## config.mk

```make
export PLATFORM = sky130hd
export DESIGN_NAME = psrb_bank
export DESIGN_NICKNAME = d
export VERILOG_FILES = /design/src/design/psrb_bank.v /design/src/design/psrb_sync2.v
export VERILOG_INCLUDE_DIRS = /design/src /design/src/design
export SDC_FILE = /design/constraint.sdc
export NUM_CORES = 1
export LEC_CHECK = 0
export ABC_AREA = 1
export BUFFER_PORTS_ARGS = -buffer_cell sky130_fd_sc_hd__buf_2
export CORE_UTILIZATION = 55
export CTS_BUF_LIST = sky130_fd_sc_hd__clkbuf_4
export DETAILED_ROUTE_END_ITERATION = 12
export PLACE_DENSITY = 0.79
export RECOVER_POWER = 25
export SKIP_CTS_REPAIR_TIMING = 1
export SLEW_MARGIN = 5
export SYNTH_ARGS = -nofsm -noshare
export SYNTH_HDL_FRONTEND = slang
export SYNTH_SLANG_ARGS = --single-unit
```

## constraint.sdc

```tcl
create_clock -name clk -period 3.4 [get_ports clk]
set_input_delay 0.68 -clock clk [delete_from_list [all_inputs] [get_ports clk]]
set_output_delay 0.68 -clock clk [all_outputs]
set_load 0.01 [all_outputs]
```

## src/design/psrb_defines.vh

```
// Purpose: Constants for the power and status register bank.
// Assumes: Registers reached by a plain address/data port from the serial port logic.
// Notes:   Offsets are byte addresses on the serial control port.
// Operation
// [RL1] Soft reset needs both mirrored bits set.
// [RL2] LSB-first only when both order bits set.
// [RL3] Ascending addresses only when both bits set.
// [RL4] Serial output pin enabled only when both set.
// [RL5] Channel power-down bits, zero at reset.
// [RL6] Status pin drive and divider enables.
// [RL7] Two monitor selects route status pins.
// [RL8] Lock and reference status read-only.
// [RL9] Holdover, reference, fast lock, calibration readback.
// [RL10] Chip, distribution, loop, bias power-down bits.
// [RL11] Regulator enables reset to one.
`ifndef PSRB_DEFINES_VH
`define PSRB_DEFINES_VH
`define PSRB_ADDR_CFG      12'h000
`define PSRB_ADDR_PD       12'h500
`define PSRB_ADDR_CHPD_LO  12'h501
`define PSRB_ADDR_CHPD_HI  12'h502
`define PSRB_ADDR_LDO_LO   12'h503
`define PSRB_ADDR_LDO_HI   12'h504
`define PSRB_ADDR_MON0     12'h505
`define PSRB_ADDR_MON1     12'h506
`define PSRB_ADDR_PINCTL   12'h507
`define PSRB_ADDR_RB0      12'h508
`define PSRB_ADDR_RB1      12'h509
`define PSRB_RST_CFG       8'h00
`define PSRB_RST_PD        8'h10
`define PSRB_RST_CHPD      8'h00
`define PSRB_RST_LDO       8'hFF
`define PSRB_RST_MON       8'h00
`define PSRB_RST_PINCTL    8'h00
`define PSRB_CFG_RESET_HI  7
`define PSRB_CFG_RESET_LO  0
`define PSRB_CFG_LSB_HI    6
`define PSRB_CFG_LSB_LO    1
`define PSRB_CFG_ASC_HI    5
`define PSRB_CFG_ASC_LO    2
`define PSRB_CFG_OUTEN_HI  4
`define PSRB_CFG_OUTEN_LO  3
`define PSRB_PD_CHIP       0
`define PSRB_PD_DIST       1
`define PSRB_PD_LOOP1      2
`define PSRB_PD_LOOP2      3
`define PSRB_PD_BIAS       4
`define PSRB_PIN_DIV1      0
`define PSRB_PIN_DIV0      1
`define PSRB_PIN_OE0       2
`define PSRB_PIN_OE1       3
`endif

```

## src/design/psrb_bank.v

```verilog
// Purpose: Power-down, regulator, status pin and readback register bank.
// Assumes: Serial port logic presents one register access per cycle, same clock.
// Notes:   Read data is registered one cycle after the read strobe.
`timescale 1ns/1ps
`default_nettype none
`include "psrb_defines.vh"
module psrb_bank (
  input  wire        clk,
  input  wire        rst_n,
  input  wire        ce,
  input  wire [11:0] regAddr,
  input  wire        regWr,
  input  wire        regRd,
  input  wire [7:0]  regWdata,
  output reg  [7:0]  regRdata,
  output reg         regRvalid,
  output reg         softReset,
  output reg         lsbFirst,
  output reg         addrAscend,
  output reg         serialOutputPinEnable,
  output reg         chipPowerDown,
  output reg         distPowerDown,
  output reg         firstLoopPowerDown,
  output reg         secondLoopPowerDown,
  output reg         biasPowerDown,
  output reg  [13:0] channelPowerDown,
  output reg  [13:0] channelRegEnable,
  output reg         firstLoopRegEnable,
  output reg         secondLoopRegEnable,
  output reg  [7:0]  monitorSelZero,
  output reg  [7:0]  monitorSelOne,
  output reg         statusDivZeroEn,
  output reg         statusDivOneEn,
  input  wire        monitorSigZero,
  input  wire        monitorSigOne,
  output reg         statusPinZero,
  output reg         statusPinZeroOe,
  output reg         statusPinOne,
  output reg         statusPinOneOe,
  input  wire        secondLoopFbStat,
  input  wire        firstLoopFbStat,
  input  wire        oscStat,
  input  wire        bothRefMissing,
  input  wire        refInputBStat,
  input  wire        refInputAStat,
  input  wire        secondLoopLocked,
  input  wire        firstLoopLocked,
  input  wire        holdoverActive,
  input  wire        selectedRef,
  input  wire        fastLockBusy,
  input  wire        oscCalBusy
);
  // ----------------------------------------------------------------
  // Register storage
  // ----------------------------------------------------------------
  reg [7:0] cfg_r;
  reg [7:0] pd_r;
  reg [7:0] chpdLo_r;
  reg [7:0] chpdHi_r;
  reg [7:0] ldoLo_r;
  reg [7:0] ldoHi_r;
  reg [7:0] mon0_r;
  reg [7:0] mon1_r;
  reg [7:0] pinCtl_r;
  reg [7:0] rdNxt;
  wire [11:0] stSync;
  wire [7:0]  rb0;
  wire [3:0]  rb1;

  // ----------------------------------------------------------------
  // Helpers
  // ----------------------------------------------------------------
  // A mirrored control only acts when both copies are one, so a single
  // stray bit flip on the serial port cannot switch on a cleared control.
  function pairAnd;
    input [7:0] cfg;
    input integer hiPos;
    input integer loPos;
    begin
      pairAnd = cfg[hiPos] & cfg[loPos];
    end
  endfunction

  // Channels 8 to 13 sit in the low six bits of the upper register.
  function [13:0] chanField;
    input [7:0] hiReg;
    input [7:0] loReg;
    begin
      chanField = {hiReg[5:0], loReg};
    end
  endfunction

  // Status inputs come from analog and other clock domains.
  psrb_sync2 #(.W(12)) uSync (
    .clk   (clk),
    .rst_n (rst_n),
    .ce    (ce),
    .din   ({secondLoopFbStat, firstLoopFbStat, oscStat, bothRefMissing,
             refInputBStat, refInputAStat, secondLoopLocked, firstLoopLocked,
             holdoverActive, selectedRef, fastLockBusy, oscCalBusy}),
    .dout  (stSync)
  );
  assign rb0 = stSync[11:4]; // RL8
  assign rb1 = stSync[3:0]; // RL9

  // ----------------------------------------------------------------
  // Register writes
  // ----------------------------------------------------------------
  // The soft reset pair is kept as written; the device reset decoder
  // outside clears it, so software sees exactly what it wrote.
  always @(posedge clk)
  begin
    if (!rst_n)
    begin
      cfg_r    <= `PSRB_RST_CFG;
      pd_r     <= `PSRB_RST_PD; // RL10
      chpdLo_r <= `PSRB_RST_CHPD; // RL5
      chpdHi_r <= `PSRB_RST_CHPD; // RL5
      ldoLo_r  <= `PSRB_RST_LDO; // RL11
      ldoHi_r  <= `PSRB_RST_LDO; // RL11
      mon0_r   <= `PSRB_RST_MON;
      mon1_r   <= `PSRB_RST_MON;
      pinCtl_r <= `PSRB_RST_PINCTL; // RL6
    end
    else if (ce && regWr)
    begin
      case (regAddr)
        `PSRB_ADDR_CFG:     cfg_r    <= regWdata;
        `PSRB_ADDR_PD:      pd_r     <= {3'h0, regWdata[4:0]};
        `PSRB_ADDR_CHPD_LO: chpdLo_r <= regWdata;
        `PSRB_ADDR_CHPD_HI: chpdHi_r <= {2'h0, regWdata[5:0]};
        `PSRB_ADDR_LDO_LO:  ldoLo_r  <= regWdata;
        `PSRB_ADDR_LDO_HI:  ldoHi_r  <= regWdata;
        `PSRB_ADDR_MON0:    mon0_r   <= regWdata;
        `PSRB_ADDR_MON1:    mon1_r   <= regWdata;
        `PSRB_ADDR_PINCTL:  pinCtl_r <= {4'h0, regWdata[3:0]};
        default:            cfg_r    <= cfg_r;
      endcase
    end
  end

  // ----------------------------------------------------------------
  // Readback
  // ----------------------------------------------------------------
  // Unmapped and reserved addresses read as zero.
  always @*
  begin
    case (regAddr)
      `PSRB_ADDR_CFG:     rdNxt = cfg_r;
      `PSRB_ADDR_PD:      rdNxt = pd_r;
      `PSRB_ADDR_CHPD_LO: rdNxt = chpdLo_r;
      `PSRB_ADDR_CHPD_HI: rdNxt = chpdHi_r;
      `PSRB_ADDR_LDO_LO:  rdNxt = ldoLo_r;
      `PSRB_ADDR_LDO_HI:  rdNxt = ldoHi_r;
      `PSRB_ADDR_MON0:    rdNxt = mon0_r;
      `PSRB_ADDR_MON1:    rdNxt = mon1_r;
      `PSRB_ADDR_PINCTL:  rdNxt = pinCtl_r;
      `PSRB_ADDR_RB0:     rdNxt = rb0; // RL8
      `PSRB_ADDR_RB1:     rdNxt = {4'h0, rb1}; // RL9
      default:            rdNxt = 8'h00;
    endcase
  end

  // ----------------------------------------------------------------
  // Outputs
  // ----------------------------------------------------------------
  always @(posedge clk)
  begin
    if (!rst_n)
    begin
      regRdata              <= 8'h00;
      regRvalid             <= 1'b0;
      softReset             <= 1'b0;
      lsbFirst              <= 1'b0;
      addrAscend            <= 1'b0;
      serialOutputPinEnable <= 1'b0;
      chipPowerDown         <= 1'b0;
      distPowerDown         <= 1'b0;
      firstLoopPowerDown    <= 1'b0;
      secondLoopPowerDown   <= 1'b0;
      biasPowerDown         <= 1'b1;
      channelPowerDown      <= 14'h0000;
      channelRegEnable      <= 14'h3FFF;
      firstLoopRegEnable    <= 1'b1;
      secondLoopRegEnable   <= 1'b1;
      monitorSelZero        <= 8'h00;
      monitorSelOne         <= 8'h00;
      statusDivZeroEn       <= 1'b0;
      statusDivOneEn        <= 1'b0;
      statusPinZero         <= 1'b0;
      statusPinZeroOe       <= 1'b0;
      statusPinOne          <= 1'b0;
      statusPinOneOe        <= 1'b0;
    end
    else if (ce)
    begin
      regRvalid <= regRd;
      if (regRd)
        regRdata <= rdNxt;
      softReset  <= pairAnd(cfg_r, `PSRB_CFG_RESET_HI, `PSRB_CFG_RESET_LO); // RL1
      lsbFirst   <= pairAnd(cfg_r, `PSRB_CFG_LSB_HI, `PSRB_CFG_LSB_LO); // RL2
      addrAscend <= pairAnd(cfg_r, `PSRB_CFG_ASC_HI, `PSRB_CFG_ASC_LO); // RL3
      serialOutputPinEnable <= pairAnd(cfg_r, `PSRB_CFG_OUTEN_HI, `PSRB_CFG_OUTEN_LO); // RL4
      chipPowerDown       <= pd_r[`PSRB_PD_CHIP]; // RL10
      distPowerDown       <= pd_r[`PSRB_PD_DIST]; // RL10
      firstLoopPowerDown  <= pd_r[`PSRB_PD_LOOP1]; // RL10
      secondLoopPowerDown <= pd_r[`PSRB_PD_LOOP2]; // RL10
      biasPowerDown       <= pd_r[`PSRB_PD_BIAS]; // RL10
      channelPowerDown    <= chanField(chpdHi_r, chpdLo_r); // RL5
      channelRegEnable    <= chanField(ldoHi_r, ldoLo_r); // RL11
      firstLoopRegEnable  <= ldoHi_r[6]; // RL11
      secondLoopRegEnable <= ldoHi_r[7]; // RL11
      monitorSelZero      <= mon0_r; // RL7
      monitorSelOne       <= mon1_r; // RL7
      statusDivZeroEn     <= pinCtl_r[`PSRB_PIN_DIV0]; // RL6
      statusDivOneEn      <= pinCtl_r[`PSRB_PIN_DIV1]; // RL6
      // A disabled pin also drives a low level internally so nothing toggles.
      statusPinZeroOe     <= pinCtl_r[`PSRB_PIN_OE0]; // RL6
      statusPinOneOe      <= pinCtl_r[`PSRB_PIN_OE1]; // RL6
      statusPinZero       <= pinCtl_r[`PSRB_PIN_OE0] & monitorSigZero; // RL7
      statusPinOne        <= pinCtl_r[`PSRB_PIN_OE1] & monitorSigOne; // RL7
    end
  end
endmodule
`default_nettype wire

```

## src/design/psrb_sync2.v

```verilog
// Purpose: Two-flop synchroniser for a bus of asynchronous status levels.
// Assumes: Inputs are slow levels; each bit may settle independently.
// Notes:   The first stage is read only by the second stage.
`timescale 1ns/1ps
`default_nettype none
module psrb_sync2 #(
  parameter W = 8
) (
  input  wire         clk,
  input  wire         rst_n,
  input  wire         ce,
  input  wire [W-1:0] din,
  output reg  [W-1:0] dout
);
  reg [W-1:0] meta_r;

  always @(posedge clk)
  begin
    if (!rst_n)
    begin
      meta_r <= {W{1'b0}};
      dout   <= {W{1'b0}};
    end
    else if (ce)
    begin
      meta_r <= din;
      dout   <= meta_r;
    end
  end
endmodule
`default_nettype wire
```

==> results.cfg <==
[synthesis]
synth_top_family_by_area = simple AND/OR/NAND/NOR gates
synth_seq_area_share_pct = 50.56
synth_edf_count = 0
syn_nets = 873
synth_area_per_cell_um2 = 7.453
ys_seq_elements = 157
synthXorXnorAreaFrac_pct = 0
synth_cells = 834
ys_warn_count = 0
synthAdderAreaFrac_pct = 0
synth_ff_type = dfxtp_1
synthArstFlopShare_pct = 0
yosys.area_share.simple_pct = 22.50
synthesis.area_um2 = 6216
synth_compound_area_share_pct = 19.20
muxShareOfSynthArea_pct = 0
yosysUniqueCellTypes = 22

[routing]
drt-initial-drc-count = 518
wl_per_cell_um = 15.80
first_pass_iters = 6
viasPerCell = 5.470
routed_wl_um = 16920
drc = 0
vias = 5858
ant_nets = 0

[pwr]
power_frac_seq_pct = 55.9
swShare_pct = 28.49
clockPowerShare_pct = 36.6
combPwrFrac_pct = 7.5
power_density_nw_per_um2 = 485.6
switching_power_mw = 0.9795
power.total_mw = 3.438
p_int_mw = 2.458
p_leak_nw = 3.230
worst_ir_drop_vdd_v = 0.0002340

[place]
finalWeightedCongestion = 0.9786
dpl.cell_count = 1039
numPortBuffers = 108
hpwlAfterDp_um = 11890
dp_slack_ns = 0.8819
placed_area_um2 = 6768

[floorplanning]
initial_core_util_pct = 56.84
dieArea_um2 = 11730
die_x_um = 108.3
row_count = 38
die_h_um = 108.3
io_pins = 109
core_area_um2 = 10940

[finish]
multi_input_area_um2 = 2592
regArea_um2 = 3143
final_common_cell = dfxtp_1
antenna_cells = 0
layout-drive-gt1-share_pct = 16.54
final_area_um2 = 7079
fin_nets = 957
fin_cells = 1071
layout_common_cells = dfxtp_1, nand2_1, o21ai_0
fillCellCount = 1019
post-route-util_pct = 64.74
area_growth_pct = 13.89

[timing]
rsz0062_at_grt = false
setup_viol = 0
hold_slack_ns = 0.3371
worst_pin_slew_ns = 2.122
fin_crit_sh_pct = 68.51
tns_ns = 0
setup_slack_ns = 1.071
fin_crit_ns = 2.329
hold_violations = 0
final.setup_skew_ns = 0.02287
drv_slew = 168
relSlewSlack_pct = -41.49
fmax_mhz = 429.3

[clocking]
htreeDepth = 4
cts_buffer_depth = 2
clk_pin_slew_worst_paths_ns = 0.16
root_buffer = clkbuf_4
clkLatencyLatePin_ns = 0.55
cts_tree = built
clock-sinks = 157
numCtsBuffers = 17

[setup_path]
required_ns = 3.89
end_kind = flop
worstSetupPathType = input pin to flop
critPathMaxFanout = 59
arrival_ns = 2.82
cp-start-kind = input pin

[min_path]
hold_path.class = input pin to flop

[run]
max-cap-violations = 3

[global_route]
grt-ovfl-total = 0
grt_max_degree = 61
first_global_vias = 5065
grt.total_usage_pct = 29.98
antenna_found_initial = 0
grt_pass1_wl_um = 26660

[run_status]
status = finished with violations
violations = capacitance limit, slew limit
## path summary, 6_finish.rpt
kind	endpoint	slack [ns]	cells past startpoint	start
worst max-delay path	uSync.dout[10]$_SDFFE_PN0P_	1.07	4	ce
worst min-delay path	uSync.meta_r[8]$_SDFFE_PN0P_	0.34	3	bothRefMissing
worst max register to register	regRdata[2]$_SDFFE_PN0P_	2.26	6	cfg_r[2]$_SDFFE_PN0P_
worst min register to register	channelRegEnable[8]$_SDFFE_PN1P_	0.47	2	channelRegEnable[8]$_SDFFE_PN1P_
## per-layer routing
metal / up-vias / wire, um / track usage [%]
met2: 229 / 7376 / 45.50
li1: 2935 / - / -
met3: 48 / 1167 / 5.907
met1: 2646 / 7826 / 42.03
met4: 0 / 548 / 11.58
met5: - / 0 / 0
## cells in the mapped netlist, types with 2 or more instances
cell / instances / area share, %
dfxtp_1: 157 / 51
nand2_1: 127 / 7.7
o21ai_0: 107 / 8.6
a21oi_1: 98 / 7.9
nand3_1: 97 / 7.8
nor2_1: 94 / 5.7
inv_1: 68 / 4.1
clkbuf_1: 36 / 2.2
o211ai_1: 19 / 2.3
buf_2: 9 / 0.72
o21ai_1: 5 / 0.40
inv_2: 4 / 0.24
nor2_2: 3 / 0.30
buf_4: 2 / 0.24
## registers in the layout (all words and copies together) (netlist names), 5 cells and up
register and flops:
cfg_r 8, channelPowerDown 14, channelRegEnable 14, chpdHi_r 6, chpdLo_r 8, ldoHi_r 8, ldoLo_r 8, mon0_r 8
mon1_r 8, monitorSelOne 8, monitorSelZero 8, pd_r 5, regRdata 8, uSync.dout 12, uSync.meta_r 12
## critical path, stage by stage
cell and delay (ns):
buf_4 0.11, clkbuf_1 1.51, o21ai_0 0.32, nor2_1 0.18
## cell families (layout without fill, tap and decap cells)
logic type,count (synthesis),in the layout
flops,157,157
simple gates,327,327
compound gates,229,229
buf+inv,121,218
## power groups by stage
stage | Clock [mW] | Sequential, mW | Combinational (mW)
finish | 1.26 | 1.92 | 0.256
floorplan | 0 | 1.97 | 0.135
global route | 1.34 | 1.93 | 0.290
CTS | 1.26 | 1.92 | 0.254
global placement | 0 | 1.96 | 0.249
detailed placement | 0 | 1.96 | 0.253
## final cells by class
| class | count | area share, % |
|---|---|---|
| flip-flops and latches | 157 | 44.40 |
| clock inverters | 15 | 2.704 |
| multi-input cells | 556 | 36.62 |
| repair buffers | 113 | 8.130 |
| inverters | 73 | 3.871 |
| clock buffers | 17 | 1.803 |
| well taps | 140 | 2.474 |
Power figures use the tool's default switching activity.
